## src/rtl/fwp_pkg.sv

```systemverilog
// Shared constants and types for the flash write-protection block
package fwp_pkg;
    localparam int CLK_PERIOD_NS = 8;
    localparam int SUSP_LAT_NS = 30000;
    localparam int SUSP_LAT_CYC = SUSP_LAT_NS / CLK_PERIOD_NS;
    localparam int PROG_TYP_NS = 2000000;
    localparam int PROG_MAX_NS = 3000000;
    localparam int PROG_TYP_CYC = PROG_TYP_NS / CLK_PERIOD_NS;
    localparam int PROG_MAX_CYC = PROG_MAX_NS / CLK_PERIOD_NS;
    localparam int ERASE_TYP_NS = 10000000;
    localparam int ERASE_MAX_NS = 20000000;
    localparam int ERASE_TYP_CYC = ERASE_TYP_NS / CLK_PERIOD_NS;
    localparam int ERASE_MAX_CYC = ERASE_MAX_NS / CLK_PERIOD_NS;
    localparam int ARRAY_AW = 23;
    localparam int CNT_W = 22;
    localparam int LAT_W = 12;
    localparam logic [7:0] CFG_RST = 8'h40;
    localparam logic [7:0] STATUS_RST = 8'h00;
    localparam logic [3:0] REG_STATUS = 4'h0;
    localparam logic [3:0] REG_CONFIG = 4'h1;
    localparam logic [3:0] REG_CTRL = 4'h2;
    localparam logic [3:0] REG_STATE = 4'h3;
    localparam logic [7:0] OP_WRITE_ENABLE_COMMAND = 8'h06;
    localparam logic [7:0] OP_WRDI = 8'h04;
    localparam logic [7:0] OP_WRSR = 8'h01;
    localparam logic [7:0] OP_PP = 8'h02;
    localparam logic [7:0] OP_PE = 8'h81;
    localparam logic [7:0] OP_SE = 8'h20;
    localparam logic [7:0] OP_BE32 = 8'h52;
    localparam logic [7:0] OP_BE64 = 8'hd8;
    localparam logic [7:0] OP_CE = 8'h60;
    localparam logic [7:0] OP_CE2 = 8'hc7;
    localparam logic [7:0] OP_SUSP = 8'h75;
    localparam logic [7:0] OP_RES = 8'h7a;
    localparam logic [7:0] OP_DP = 8'hb9;
    localparam logic [7:0] OP_RDP = 8'hab;
    localparam logic [4:0] EXP_PAGE = 5'h08;
    localparam logic [4:0] EXP_SECTOR = 5'h0c;
    localparam logic [4:0] EXP_BLK32 = 5'h0f;
    localparam logic [4:0] EXP_BLK64 = 5'h10;
    localparam logic [4:0] EXP_CHIP = 5'h17;
    localparam logic [4:0] EXP_FINE_BASE = 5'h0b;
    localparam logic [4:0] EXP_FINE_MAX = 5'h0f;
    localparam logic [4:0] EXP_COARSE_BASE = 5'h10;
    typedef enum logic [5:0] {
        ST_STANDBY = 6'h01,
        ST_PROGRAM = 6'h02,
        ST_ERASE = 6'h04,
        ST_SUSPENDING = 6'h08,
        ST_SUSPENDED = 6'h10,
        ST_DEEP_PD = 6'h20
    } state_t;
    typedef struct packed {
        logic protect_granularity_bit;
        logic protect_bottom_select;
        logic protect_size_bit2;
        logic protect_size_bit1;
        logic protect_size_bit0;
    } prot_t;
    typedef struct packed {
        logic status_protect_bit_high;
        logic status_protect_bit_low;
        prot_t prot;
        logic write_enable_latch_bit;
    } stat_t;
    typedef struct packed {
        logic individual_lock_select;
        logic complement_protect_bit;
    } ctrl_t;
    typedef struct packed {
        logic [7:0] opcode;
        logic [23:0] addr;
        logic [6:0] shift;
        logic [2:0] nbytes;
        logic [2:0] phase;
    } frame_t;
endpackage : fwp_pkg

```

## src/rtl/link_sync.sv

```systemverilog
// Two-flop synchroniser for pins from outside the system clock domain
`timescale 1ns/1ps
module link_sync #(
    parameter int WIDTH = 1,
    parameter logic [WIDTH-1:0] RST_VAL = '0
) (
    input wire logic clk_sys_i,
    input wire logic srst_i,
    input wire logic ce_i,
    input wire logic [WIDTH-1:0] async_i,
    output logic [WIDTH-1:0] sync_o
);
    logic [WIDTH-1:0] meta_q;
    logic [WIDTH-1:0] meta_d;
    logic [WIDTH-1:0] sync_q;
    logic [WIDTH-1:0] sync_d;
    always_comb begin
        meta_d = async_i;
        sync_d = meta_q;
    end
    always_ff @(posedge clk_sys_i) begin
        if (srst_i) begin
            meta_q <= RST_VAL;
            sync_q <= RST_VAL;
        end else if (ce_i) begin
            meta_q <= meta_d;
            sync_q <= sync_d;
        end
    end
    assign sync_o = sync_q;
endmodule : link_sync

```

## src/rtl/protect_decode.sv

```systemverilog
// Block-protect decode: tells whether an address range touches the protected area
`timescale 1ns/1ps
module protect_decode import fwp_pkg::*; (
    input wire prot_t prot_i,
    input wire logic alt_map_i,
    input wire logic [ARRAY_AW-1:0] lo_i,
    input wire logic [ARRAY_AW-1:0] hi_i,
    output logic hit_o
);
    logic [2:0] code;
    logic [4:0] size_e;
    logic [ARRAY_AW-1:0] mask;
    logic [ARRAY_AW-1:0] plo;
    logic [ARRAY_AW-1:0] phi;
    logic none_p;
    logic all_p;
    always_comb begin
        code = {prot_i.protect_size_bit2, prot_i.protect_size_bit1, prot_i.protect_size_bit0};
        none_p = (code == 3'h0);
        all_p = (code == 3'h7);
        if (prot_i.protect_granularity_bit) begin
            // Codes 100, 101 and 110 all give the largest fine size
            size_e = code[2] ? EXP_FINE_MAX : EXP_FINE_BASE + {2'h0, code};
        end else begin
            size_e = EXP_COARSE_BASE + {2'h0, code};
        end
        mask = ~({ARRAY_AW{1'b1}} << size_e);
        if (prot_i.protect_bottom_select) begin
            plo = '0;
            phi = mask;
        end else begin
            plo = ~mask;
            phi = {ARRAY_AW{1'b1}};
        end
        // Other maps are not decoded here, so they fail safe as fully locked
        hit_o = alt_map_i | (~none_p & (all_p | ((lo_i <= phi) & (hi_i >= plo))));
    end
endmodule : protect_decode

```

## src/rtl/flash_write_protection.sv

```systemverilog
// Write protection, command gating and program/erase timing of a serial flash
//
// Overview of operation
// - Suspend completes and device becomes ready within 30 us.
// - Page program keeps device busy typically 2 ms, at most 3 ms.
// - Every erase keeps device busy typically 10 ms, at most 20 ms.
// - Reset forces the control state machine into standby.
// - After reset status reads 00h and configuration reads 40h.
// - Commands not ending on a byte boundary are rejected.
// - Data-changing commands need the write-enable latch set first.
// - Block-protect bits select a read-only region of the array.
// - Write-protect pin low freezes protect and status-protect bits.
// - Deep power-down ignores every aligned command except its release command.
// - Coarse mode protects 1/64 to 1/2, top or bottom, 000 none, 111 all.
// - Fine mode protects 4, 8, 16 or 32 KB at top or bottom.
// - Program or erase touching any protected byte is dropped entirely.
`timescale 1ns/1ps
module flash_write_protection import fwp_pkg::*; #(
    parameter int PROG_CYC = PROG_TYP_CYC,
    parameter int ERASE_CYC = ERASE_TYP_CYC
) (
    input wire logic clk_sys_i,
    input wire logic srst_i,
    input wire logic ce_i,
    input wire logic cs_n_i,
    input wire logic sclk_i,
    input wire logic si_i,
    input wire logic wp_n_i,
    input wire logic [3:0] reg_addr_i,
    input wire logic [15:0] reg_wdata_i,
    input wire logic reg_wr_i,
    input wire logic reg_rd_i,
    output logic [15:0] reg_rdata_o,
    output logic busy_o,
    output logic deep_pd_o,
    output logic program_go_o,
    output logic erase_go_o,
    output logic reject_o,
    output logic [ARRAY_AW-1:0] op_addr_o
);
    logic [3:0] pin_s;
    logic cs_s;
    logic sclk_s;
    logic si_s;
    logic wp_s;
    logic cs_d_q;
    logic cs_d_d;
    logic sclk_d_q;
    logic sclk_d_d;
    frame_t fr_q;
    frame_t fr_d;
    logic [7:0] byte_w;
    logic cs_fall;
    logic cs_rise;
    logic sclk_rise;
    logic fr_end;
    logic aligned;
    state_t state_q;
    state_t state_d;
    stat_t stat_q;
    stat_t stat_d;
    logic [CNT_W-1:0] op_cnt_q;
    logic [CNT_W-1:0] op_cnt_d;
    logic [LAT_W-1:0] lat_cnt_q;
    logic [LAT_W-1:0] lat_cnt_d;
    logic susp_erase_q;
    logic susp_erase_d;
    logic busy_q;
    logic busy_d;
    logic dpd_q;
    logic dpd_d;
    logic prog_go_q;
    logic prog_go_d;
    logic erase_go_q;
    logic erase_go_d;
    logic reject_q;
    logic reject_d;
    logic [ARRAY_AW-1:0] op_addr_q;
    logic [ARRAY_AW-1:0] op_addr_d;
    logic [7:0] cfg_q;
    logic [7:0] cfg_d;
    ctrl_t ctrl_q;
    ctrl_t ctrl_d;
    logic [15:0] rdata_q;
    logic [15:0] rdata_d;
    logic is_array;
    logic is_erase;
    logic [2:0] need;
    logic [4:0] rng_e;
    logic [ARRAY_AW-1:0] rng_mask;
    logic [ARRAY_AW-1:0] rng_lo;
    logic [ARRAY_AW-1:0] rng_hi;
    logic hit_w;

    link_sync #(.WIDTH(4), .RST_VAL(4'h9)) u_sync (
        .clk_sys_i(clk_sys_i),
        .srst_i(srst_i),
        .ce_i(ce_i),
        .async_i({wp_n_i, si_i, sclk_i, cs_n_i}),
        .sync_o(pin_s)
    );
    assign cs_s = pin_s[0];
    assign sclk_s = pin_s[1];
    assign si_s = pin_s[2];
    assign wp_s = pin_s[3];
    assign cs_fall = cs_d_q & ~cs_s;
    assign cs_rise = ~cs_d_q & cs_s;
    assign sclk_rise = ~sclk_d_q & sclk_s & ~cs_s;
    assign fr_end = cs_rise;
    assign aligned = (fr_q.phase == 3'h0) && (fr_q.nbytes != 3'h0);

    // Serial frame capture; only the first four bytes are kept
    always_comb begin
        cs_d_d = cs_s;
        sclk_d_d = sclk_s;
        fr_d = fr_q;
        byte_w = {fr_q.shift, si_s};
        if (cs_fall) begin
            fr_d = '0;
        end else if (sclk_rise) begin
            fr_d.shift = byte_w[6:0];
            fr_d.phase = fr_q.phase + 3'h1;
            if (fr_q.phase == 3'h7) begin
                if (fr_q.nbytes != 3'h7) begin
                    fr_d.nbytes = fr_q.nbytes + 3'h1;
                end
                case (fr_q.nbytes)
                    3'h0: fr_d.opcode = byte_w;
                    3'h1: fr_d.addr[23:16] = byte_w;
                    3'h2: fr_d.addr[15:8] = byte_w;
                    3'h3: fr_d.addr[7:0] = byte_w;
                    default: fr_d.shift = byte_w[6:0];
                endcase
            end
        end
    end
    always_ff @(posedge clk_sys_i) begin
        if (srst_i) begin
            cs_d_q <= 1'b1;
            sclk_d_q <= 1'b0;
            fr_q <= '0;
        end else if (ce_i) begin
            cs_d_q <= cs_d_d;
            sclk_d_q <= sclk_d_d;
            fr_q <= fr_d;
        end
    end

    // Target range of an array command
    always_comb begin
        is_array = 1'b1;
        is_erase = 1'b1;
        need = 3'h4;
        rng_e = EXP_PAGE;
        case (fr_q.opcode)
            OP_PP: is_erase = 1'b0;
            OP_PE: rng_e = EXP_PAGE;
            OP_SE: rng_e = EXP_SECTOR;
            OP_BE32: rng_e = EXP_BLK32;
            OP_BE64: rng_e = EXP_BLK64;
            OP_CE, OP_CE2: begin
                rng_e = EXP_CHIP;
                need = 3'h1;
            end
            default: begin
                is_array = 1'b0;
                is_erase = 1'b0;
            end
        endcase
        rng_mask = ~({ARRAY_AW{1'b1}} << rng_e);
        rng_lo = fr_q.addr[ARRAY_AW-1:0] & ~rng_mask;
        rng_hi = rng_lo | rng_mask;
    end

    protect_decode u_decode (
        .prot_i(stat_q.prot),
        .alt_map_i(ctrl_q.complement_protect_bit | ctrl_q.individual_lock_select),
        .lo_i(rng_lo),
        .hi_i(rng_hi),
        .hit_o(hit_w)
    );

    // Command execution and operation timing
    always_comb begin
        state_d = state_q;
        stat_d = stat_q;
        op_cnt_d = op_cnt_q;
        lat_cnt_d = lat_cnt_q;
        susp_erase_d = susp_erase_q;
        op_addr_d = op_addr_q;
        prog_go_d = 1'b0;
        erase_go_d = 1'b0;
        reject_d = 1'b0;
        case (state_q)
            ST_PROGRAM, ST_ERASE: begin
                if (op_cnt_q <= CNT_W'(1)) begin
                    state_d = ST_STANDBY;
                end else begin
                    op_cnt_d = op_cnt_q - CNT_W'(1);
                end
            end
            ST_SUSPENDING: begin
                if (lat_cnt_q <= LAT_W'(1)) begin
                    state_d = ST_SUSPENDED;
                end else begin
                    lat_cnt_d = lat_cnt_q - LAT_W'(1);
                end
            end
            default: state_d = state_q;
        endcase
        if (fr_end) begin
            if (!aligned) begin
                reject_d = 1'b1;
            end else begin
                case (state_q)
                    ST_DEEP_PD: begin
                        if (fr_q.opcode == OP_RDP) begin
                            state_d = ST_STANDBY;
                        end
                    end
                    ST_PROGRAM, ST_ERASE: begin
                        // Other commands are ignored while the array is busy
                        if (fr_q.opcode == OP_SUSP) begin
                            state_d = ST_SUSPENDING;
                            lat_cnt_d = LAT_W'(SUSP_LAT_CYC - 1);
                            susp_erase_d = (state_q == ST_ERASE);
                        end
                    end
                    ST_STANDBY, ST_SUSPENDED: begin
                        if (fr_q.opcode == OP_WRITE_ENABLE_COMMAND) begin
                            stat_d.write_enable_latch_bit = 1'b1;
                        end else if (fr_q.opcode == OP_WRDI) begin
                            stat_d.write_enable_latch_bit = 1'b0;
                        end else if (fr_q.opcode == OP_RES && state_q == ST_SUSPENDED) begin
                            state_d = susp_erase_q ? ST_ERASE : ST_PROGRAM;
                        end else if (fr_q.opcode == OP_DP && state_q == ST_STANDBY) begin
                            state_d = ST_DEEP_PD;
                        end else if (fr_q.opcode == OP_WRSR) begin
                            if (!stat_q.write_enable_latch_bit || fr_q.nbytes < 3'h2 || !wp_s) begin
                                reject_d = 1'b1;
                            end else begin
                                stat_d.write_enable_latch_bit = 1'b0;
                                stat_d.status_protect_bit_low = fr_q.addr[23];
                                stat_d.prot = prot_t'(fr_q.addr[22:18]);
                                if (fr_q.nbytes >= 3'h3) begin
                                    stat_d.status_protect_bit_high = fr_q.addr[8];
                                end
                            end
                        end else if (is_array) begin
                            stat_d.write_enable_latch_bit = 1'b0;
                            if (!stat_q.write_enable_latch_bit || state_q != ST_STANDBY
                                || fr_q.nbytes < need || hit_w) begin
                                reject_d = 1'b1;
                            end else begin
                                state_d = is_erase ? ST_ERASE : ST_PROGRAM;
                                op_cnt_d = is_erase ? CNT_W'(ERASE_CYC) : CNT_W'(PROG_CYC);
                                op_addr_d = rng_lo;
                                prog_go_d = ~is_erase;
                                erase_go_d = is_erase;
                            end
                        end
                    end
                    default: state_d = state_q;
                endcase
            end
        end
        busy_d = (state_d == ST_PROGRAM) || (state_d == ST_ERASE) || (state_d == ST_SUSPENDING);
        dpd_d = (state_d == ST_DEEP_PD);
    end
    always_ff @(posedge clk_sys_i) begin
        if (srst_i) begin
            state_q <= ST_STANDBY;
            stat_q <= stat_t'(STATUS_RST);
            op_cnt_q <= '0;
            lat_cnt_q <= '0;
            susp_erase_q <= 1'b0;
            op_addr_q <= '0;
            prog_go_q <= 1'b0;
            erase_go_q <= 1'b0;
            reject_q <= 1'b0;
            busy_q <= 1'b0;
            dpd_q <= 1'b0;
        end else if (ce_i) begin
            state_q <= state_d;
            stat_q <= stat_d;
            op_cnt_q <= op_cnt_d;
            lat_cnt_q <= lat_cnt_d;
            susp_erase_q <= susp_erase_d;
            op_addr_q <= op_addr_d;
            prog_go_q <= prog_go_d;
            erase_go_q <= erase_go_d;
            reject_q <= reject_d;
            busy_q <= busy_d;
            dpd_q <= dpd_d;
        end
    end

    // Register port; read data stand only in the cycle after the strobe
    always_comb begin
        cfg_d = cfg_q;
        ctrl_d = ctrl_q;
        rdata_d = '0;
        if (reg_wr_i) begin
            if (reg_addr_i == REG_CONFIG) begin
                cfg_d = reg_wdata_i[7:0];
            end else if (reg_addr_i == REG_CTRL) begin
                ctrl_d = ctrl_t'(reg_wdata_i[1:0]);
            end
        end
        if (reg_rd_i) begin
            if (reg_addr_i == REG_STATUS) begin
                rdata_d = {7'h00, stat_q, busy_q};
            end else if (reg_addr_i == REG_CONFIG) begin
                rdata_d = {8'h00, cfg_q};
            end else if (reg_addr_i == REG_CTRL) begin
                rdata_d = {14'h0000, ctrl_q};
            end else if (reg_addr_i == REG_STATE) begin
                rdata_d = {10'h000, state_q};
            end
        end
    end
    always_ff @(posedge clk_sys_i) begin
        if (srst_i) begin
            cfg_q <= CFG_RST;
            ctrl_q <= '0;
            rdata_q <= '0;
        end else if (ce_i) begin
            cfg_q <= cfg_d;
            ctrl_q <= ctrl_d;
            rdata_q <= rdata_d;
        end
    end

    assign reg_rdata_o = rdata_q;
    assign busy_o = busy_q;
    assign deep_pd_o = dpd_q;
    assign program_go_o = prog_go_q;
    assign erase_go_o = erase_go_q;
    assign reject_o = reject_q;
    assign op_addr_o = op_addr_q;

    // Helper: cycles spent finishing a suspend
    logic [LAT_W-1:0] susp_age_q;
    always_ff @(posedge clk_sys_i) begin
        if (srst_i) begin
            susp_age_q <= '0;
        end else if (ce_i) begin
            susp_age_q <= (state_q == ST_SUSPENDING) ? susp_age_q + LAT_W'(1) : '0;
        end
    end

    chk_susp_latency: assert property (
        @(posedge clk_sys_i) disable iff (srst_i)
        state_q == ST_SUSPENDING |-> susp_age_q <= LAT_W'(SUSP_LAT_CYC - 2))
        else $error("suspend took longer than its latency");
    chk_wel_gate: assert property (
        @(posedge clk_sys_i) disable iff (srst_i)
        $rose(program_go_o) || $rose(erase_go_o) |-> $past(stat_q.write_enable_latch_bit))
        else $error("array operation started without write enable");
    chk_protect_block: assert property (
        @(posedge clk_sys_i) disable iff (srst_i)
        $rose(program_go_o) || $rose(erase_go_o) |-> !$past(hit_w))
        else $error("array operation started on protected range");
    chk_wp_freeze: assert property (
        @(posedge clk_sys_i) disable iff (srst_i)
        !wp_s |=> $stable(stat_q.prot) && $stable(stat_q.status_protect_bit_low)
            && $stable(stat_q.status_protect_bit_high))
        else $error("protect bits changed with write protect low");
    chk_deep_pd_ignore: assert property (
        @(posedge clk_sys_i) disable iff (srst_i)
        state_q == ST_DEEP_PD |=> !$rose(program_go_o) && !$rose(erase_go_o) && !busy_o)
        else $error("command acted during deep power-down");
    chk_byte_bound: assert property (
        @(posedge clk_sys_i) disable iff (srst_i)
        ce_i && fr_end && !aligned |=> reject_o && !$rose(program_go_o) && $stable(stat_q))
        else $error("misaligned command was not rejected");
    chk_busy_flag: assert property (
        @(posedge clk_sys_i) disable iff (srst_i)
        busy_o == (state_q inside {ST_PROGRAM, ST_ERASE, ST_SUSPENDING}))
        else $error("busy does not match pending operation");
    chk_reset_state: assert property (
        @(posedge clk_sys_i) disable iff (1'b0)
        srst_i |=> state_q == ST_STANDBY && cfg_q == CFG_RST && stat_q == stat_t'(STATUS_RST))
        else $error("reset did not restore delivery state");
    chk_prog_time: assert property (
        @(posedge clk_sys_i) disable iff (srst_i)
        state_q == ST_PROGRAM |-> op_cnt_q <= CNT_W'(PROG_CYC) && op_cnt_q != '0)
        else $error("program counter out of range");
    chk_erase_time: assert property (
        @(posedge clk_sys_i) disable iff (srst_i)
        $rose(erase_go_o) |-> state_q == ST_ERASE && op_cnt_q == CNT_W'(ERASE_CYC))
        else $error("erase did not load its busy time");

    cov_suspend_resume: cover property (
        @(posedge clk_sys_i) disable iff (srst_i)
        state_q == ST_SUSPENDED ##1 state_q == ST_PROGRAM);
    cov_erase_start: cover property (
        @(posedge clk_sys_i) disable iff (srst_i) $rose(erase_go_o));
    cov_protect_reject: cover property (
        @(posedge clk_sys_i) disable iff (srst_i) fr_end && aligned && is_array && hit_w);
    cov_deep_pd_exit: cover property (
        @(posedge clk_sys_i) disable iff (srst_i)
        state_q == ST_DEEP_PD ##1 state_q == ST_STANDBY);
endmodule : flash_write_protection

```

## config.mk

```make
export PLATFORM = sky130hd
export DESIGN_NAME = flash_write_protection
export DESIGN_NICKNAME = d
export VERILOG_FILES = /design/src/rtl/fwp_pkg.sv /design/src/rtl/link_sync.sv /design/src/rtl/protect_decode.sv /design/src/rtl/flash_write_protection.sv
export SDC_FILE = /design/constraint.sdc
export NUM_CORES = 1
export LEC_CHECK = 0
export BUFFER_PORTS_ARGS = -buffer_cell sky130_fd_sc_hd__buf_2
export CAP_MARGIN = 10
export CORE_ASPECT_RATIO = 0.5
export CORE_UTILIZATION = 60
export CTS_CLUSTER_SIZE = 16
export DETAILED_ROUTE_END_ITERATION = 10
export GPL_TIMING_DRIVEN = 0
export PLACE_DENSITY = 0.8
export SLEW_MARGIN = 20
export SYNTH_ARGS = -nofsm -noshare
export SYNTH_HDL_FRONTEND = slang
export SYNTH_SLANG_ARGS = --single-unit
export TNS_END_PERCENT = 5
```

## constraint.sdc

```tcl
create_clock -name clk_sys_i -period 6.7 [get_ports clk_sys_i]
set_input_delay 0.335 -clock clk_sys_i [delete_from_list [all_inputs] [get_ports clk_sys_i]]
set_output_delay 0.335 -clock clk_sys_i [all_outputs]
set_load 0.01 [all_outputs]
```

[Yosys cells after proc, flatten, opt, wreduce, memory -nomap -nowiden]
Cells that the tools add are included.
Cells by class
  add/subtract/negate cells: 6
  order comparisons: 7
  equal/unequal tests: 37
  shifts and indexed selects: 2
  muxes and demuxes: 95
  bitwise gates (word level): 28
  reductions and logical operators: 43
Operators with widths (number)
  $mux W22: 12
  $not A23 Y23: 4
  $mux W45: 2
  $mux W6: 15
  $mux W12: 6
  $mux W23: 2
  $shl A23 B5 Y23 const A: 2
  $mux W42: 1
  $eq A8 B8 Y1 const B: 5
  $mux W1: 40
  $mux W8: 5
  $eq A8 B7 Y1 const B: 4
  $reduce_and A4 Y1: 6
  $and A23 B23 Y23: 1
  $ge A23 B23 Y1: 1
  $le A23 B23 Y1: 1
  $or A23 B23 Y23: 1
  $le A22 B1 Y1 const B: 1
  $reduce_and A11 Y1: 2
  $sub A22 B1 Y22 const B: 1
  $mux W21: 1
  $pmux W5 S4: 1
  $mux W9: 2
  $pmux W6 S3: 1
  48 further kinds: 101
Storage, ports and cells
  register bits: 158
  bits of input ports: 29

[Depth between registers and ports, before layout]
  word-level depth: 27
  mapped depth: 19
  depth with buffers taken out: 17

[Hierarchy]
From an unflattened synthesis, not the netlist that was laid out.
Unflattened totals
  cells, all modules: 1035
  area total of the unflattened synthesis: 8494.4 sq um
Modules (own cells, without submodules)
  flash_write_protection: instances 1, cells an instance 825, area an instance 6877.8 sq um, sequential area each 2702.6 sq um
  protect_decode: instances 1, cells an instance 184, area an instance 1318.8 sq um, sequential area each 0.0 sq um
  link_sync: instances 1, cells an instance 26, area an instance 297.8 sq um, sequential area each 160.2 sq um

[Worst setup path before layout]
OpenSTA, ideal clock, no wires.
  path type: reg2reg
  from: reg stat_q[1] (netlist name)
  to: reg busy_q (netlist: busy_o)
  setup time: 0.086 ns
  data arrival time: 3.726 ns
  data required time: 6.614 ns
  path slack: 2.887 ns
  stages on the path, launching flop included: 17
  buffers on the path: 1
  clock period less this slack: 3.813 ns
  cells stage by stage: dfxtp_1 > clkbuf_1 > inv_1 > ha_1 > nand2_1 > o32ai_1 > o21ai_0 > ha_1 > a41o_1 > a21oi_1 > o21ai_0 > nor4_1 > o21ai_2 > nor3_4 > o31ai_2 > a211o_1 > a221oi_2
Between the ends
  word-level cells in the longest chain between the ends: 26
  elaborated cells on any way between the ends: 34
RTL lines
  from (decl): line flash_write_protection.sv:60  | stat_t stat_q;
  from (signal assigned): line flash_write_protection.sv:273  | stat_q <= stat_t'(STATUS_RST);
  from (signal assigned): line flash_write_protection.sv:285  | stat_q <= stat_d;
  $add A4 B3 Y5: line protect_decode.sv:23  | size_e = code[2] ? EXP_FINE_MAX : EXP_FINE_BASE + {2'h0, code};
  $mux W5: line protect_decode.sv:23
  $mux W5: line protect_decode.sv:21  | if (prot_i.protect_granularity_bit) begin
  $shl A23 B5 Y23: line protect_decode.sv:27  | mask = ~({ARRAY_AW{1'b1}} << size_e);
  $not A23 Y23: line protect_decode.sv:27
  $not A23 Y23: line protect_decode.sv:32  | plo = ~mask;
  $mux W23: line protect_decode.sv:28  | if (prot_i.protect_bottom_select) begin
  $ge A23 B23 Y1: line protect_decode.sv:36  | hit_o = alt_map_i | (~none_p & (all_p | ((lo_i <= phi) & (hi_i >= plo))));
  [... 10 more ...]
  $mux W6 (*): line flash_write_protection.sv:232  | end else if (fr_q.opcode == OP_WRDI) begin
  $mux W6 (*): line flash_write_protection.sv:230  | if (fr_q.opcode == OP_WRITE_ENABLE_COMMAND) begin
  $pmux W6 S3 (*): line flash_write_protection.sv:215  | case (state_q)
  $mux W6 (*): line flash_write_protection.sv:212  | if (!aligned) begin
  $mux W6 (*): line flash_write_protection.sv:211  | if (fr_end) begin
  $eq A6 B2 Y1 or $eq A6 B3 Y1 (tied branches): line flash_write_protection.sv:267  | busy_d = (state_d == ST_PROGRAM) || (state_d == ST_ERASE) || (state_d == ST_SUSPENDING);
  $logic_or A1 B1 Y1: line flash_write_protection.sv:267
  $logic_or A1 B1 Y1 (*): line flash_write_protection.sv:267
  to (signal assigned): line flash_write_protection.sv:293  | busy_q <= busy_d;
  to (decl): line flash_write_protection.sv:68  | logic busy_q;
Mark *: on every way between the ends. The rest lies on a longest branch, timed or not.
A chain may end at the register's enable or synchronous reset.

[Final worst setup path]
  from: reg stat_q[1] (netlist name)
  to: reg op_addr_q[20] (netlist: op_addr_o[20])
Between the ends
  word-level cells in the longest chain between the ends: 15
  elaborated cells on any way between the ends: 21
RTL lines
  $add A4 B3 Y5: line protect_decode.sv:23
  $mux W5: line protect_decode.sv:23
  $mux W5: line protect_decode.sv:21
  $shl A23 B5 Y23: line protect_decode.sv:27
  $not A23 Y23: line protect_decode.sv:27
  $not A23 Y23: line protect_decode.sv:32
  $mux W23: line protect_decode.sv:28
  $ge A23 B23 Y1: line protect_decode.sv:36
  $and A1 B1 Y1: line protect_decode.sv:36
  $or A1 B1 Y1: line protect_decode.sv:36
  $and A1 B1 Y1 (*): line protect_decode.sv:36
  $or A1 B1 Y1 (*): line protect_decode.sv:36
  $logic_or A1 B1 Y1 (*): line flash_write_protection.sv:252  | || fr_q.nbytes < need || hit_w) begin
  $not A1 Y1 (no line) (*)
  $reduce_and A11 Y1 (no line) (*)
  to (signal assigned): line flash_write_protection.sv:289  | op_addr_q <= op_addr_d;
  to (decl): line flash_write_protection.sv:78  | logic [ARRAY_AW-1:0] op_addr_q;
Marked as above.

==> reports/results.txt <==
Hold slack -> 0.122 ns
Average wire per standard cell -> 16.7 um
Iter 0 DRT Violations -> 757
Commonest non-fill, non-tap cell in the layout -> nor2_1
Gr usage total -> 0.320
VDD IR max -> 0.000165 V
Critical path depth -> 17
# fillers -> 1,071
Buffers on Ports -> 55
Setup violations, final -> 0
WS Path Type -> reg -> reg
Pwr dens -> 194 mW/mm^2
Antenna viol nets, final -> 0
Hold Fails Final Rpt -> 0
Io pins -> 73
Drt pass-1 iters -> 6
Crit-path max FO -> 10
Most frequent cells in the layout -> 161 x nor2_1, 143 x dfxtp_1, 102 x nand2_1, 71 x a21oi_1, 63 x mux2i_1
Crit. End Element -> flop
CTS Buf Count -> 17
Initial Util -> 0.619
Max H-tree Level -> 4
# rows -> 30
Vias in the first global route -> 7,247
Hold_buf cts -> 0
EDFF count, synth -> 0
Pins Over Slew Limit -> 0
Pin count of the biggest net entering global routing -> 17
WL final -> 22,600 um
Grt ovf -> 0
Syn Area/Cell -> 8.16 um^2
Area Growth Syn to Fin -> 14.5%
Worst setup SP type -> flop
Async SR Flop Fraction -> 0
Yosys cell types -> 84
Slew margin rel. -> 0.258
Post-synthesis sequential area ratio -> 0.339
Arrival time worst endpoint -> 5.42 ns
Fin crit share -> 0.766
Worst Tran Pin Value -> 1.10 ns
Via count -> 7,960
Gp weighted congestion -> 1.02
Core area -> 0.0136 mm^2
Final HPWL DP -> 16,800 um
Hold Crit Class -> in -> reg
Post-CTS sizing -> 0
Cell family with most CP delay -> compound AO/OA/AOI/OAI gates
Yosys warning count -> 0
Die X-Extent -> 170 um
Place WS -> 1.74 ns
Worst Clk Skew -> 0.00877 ns
Layout cell share with drive strength beyond 1 -> 0.115
CP Data Required Time -> 7.00 ns
CTS root buf -> clkbuf_16
CP Cell Sequence -> clkbuf_1 -> inv_1 -> ha_1 -> nand2_1 -> o32ai_1 -> o21ai_0 -> ha_1 -> a41o_1 -> a21oi_1 -> o21ai_0 -> nor4_1 -> o211ai_4 -> or2_1 -> clkbuf_1 -> buf_2 -> nand2_1 -> a21oi_1
Die Height -> 85.8 um
LEAKAGE -> 4.39 nW
Max cap viols -> 0
Max Root-Sink Buffers -> 2
Clock Latency Late Sink -> 0.44 ns
Final TNS setup -> 0 ns
Final worst slack -> 1.57 ns
Nets -> 1,236
RSZ-0062 raised after global routing -> no
Flops & latches, synth -> 143
CP peak stage delay -> 0.90 ns
Drc violations -> 0
FF-to-FF Start -> stat_q[1]
Critical path startpoint -> stat_q[1]
Hold Crit Depth -> 3
Max Freq -> 0.195 GHz
Antenna violations before repair -> 0
Buffers inserted by post-CTS timing repair -> 0
TritonCTS clock tree -> built
Fin crit period -> 5.13 ns
Status -> complete, no violations
Die ar. -> 0.0146 mm^2
Reg2reg path depth -> 17
Synth Flop Type -> dfxtp_1
Global-route wire length before repair -> 36,100 um
CTS Sinks -> 143
Synth area leaders -> dfxtp_1 34%, ha_1 9.2%, mux2i_1 7.5%
Vias per cell -> 5.90
Reg clk slew, reported paths -> 0.06 ns
Post-Syn Instances -> 1,034
Yosys top cell area share -> 0.339
WP buf/inv -> 4
Synth area leader -> dfxtp_1
Ant diodes -> 0
Crit-path slowest cell -> nor4_1
Synthesized area -> 0.00844 mm^2
Min-delay src -> reg_wdata_i[6]
cell type report:
class | instances | area [um^2] | area share
multi-input combinational | 842 | 5340 | 0.553
tap | 192 | 240 | 0.0249
clock buffer | 20 | 457 | 0.0473
clock inverter | 12 | 111 | 0.0115
inverter | 25 | 93.8 | 0.00972
buffer | 61 | 274 | 0.0284
timing repair buffer | 55 | 275 | 0.0285
sequential | 143 | 2860 | 0.296
through the flow:
| stage | cells | utilization | instance area, um^2 | power, mW |
|---|---|---|---|---|
| floorplan | 1071 | - | 8570 | 0.947 |
| global placement | 1318 | 0.667 | 9090 | 0.973 |
| detailed placement | 1318 | 0.667 | 9090 | 0.975 |
| CTS | 1350 | 0.709 | 9660 | 1.88 |
| global route | 1350 | 0.709 | 9660 | 1.94 |
| finish | 1350 | 0.709 | 9660 | 1.88 |
worst register-to-register path, cell delays in order, from the launching register on:
cell and delay [ns]:
dfxtp_1 0.39, clkbuf_1 0.42, inv_1 0.12, ha_1 0.42, nand2_1 0.08, o32ai_1 0.47
o21ai_0 0.21, ha_1 0.34, a41o_1 0.21, a21oi_1 0.13, o21ai_0 0.11, nor4_1 0.90
o211ai_4 0.23, or2_1 0.30, clkbuf_1 0.23, buf_2 0.25, nand2_1 0.10, a21oi_1 0.07
cells by family after synthesis:
logic type,Yosys count,share of synthesized area
AOI/OAI and AO/OA,179,0.137
xor gates and xnor gates,26,0.0270
adders and majority gates,62,0.0920
buffers and inverters,86,0.0436
DFF,143,0.339
muxes,65,0.0774
other,2,0.000890
and+or+nand+nor,471,0.282
synth_stat cells, types with 10 or more instances:
master / n
and3_1: 11
ha_1: 62
nor2_1: 161
inv_1: 24
nor3_1: 25
clkbuf_1: 43
nand2_1: 102
nor2b_1: 13
mux2i_1: 63
nand3_1: 24
nand4_1: 12
a21oi_1: 71
dfxtp_1: 143
nor4_1: 13
o21ai_0: 32
a21o_1: 10
nand2b_1: 24
and2_1: 30
xnor2_1: 18
state kept, by name (all words and copies together), names as in the netlist, 2 cells and up:
signal	count
fr_q	30
op_addr_o	23
op_cnt_q	22
lat_cnt_q	12
reg_rdata_o	9
cfg_q	8
stat_q	8
byte_w	7
state_q	6
u_sync.meta_q	4
u_sync.sync_o	4
ctrl_q	2
power by group:
part | internal (mW) | leakage, nW | switching [mW] | total (mW)
Combinational | 0.0364 | 2.97 | 0.0702 | 0.107
Sequential | 0.855 | 1.15 | 0.00267 | 0.858
Clock | 0.530 | 0.261 | 0.382 | 0.912
final timing paths:
check | end | slack, ns
setup / recovery | op_addr_o[20] | 1.57
hold / removal | cfg_q[6] | 0.12
setup reg to reg | op_addr_o[20] | 1.57
hold reg to reg | op_addr_o[13] | 0.45
metal layers:
metal	wire length [um]	up-vias	track usage
met5	0	-	0
met4	384	0	0.0958
met3	2330	53	0.101
met2	9700	333	0.487
met1	10200	3769	0.435
li1	-	3805	-
Note: power is estimated with default switching activity, not from simulation.
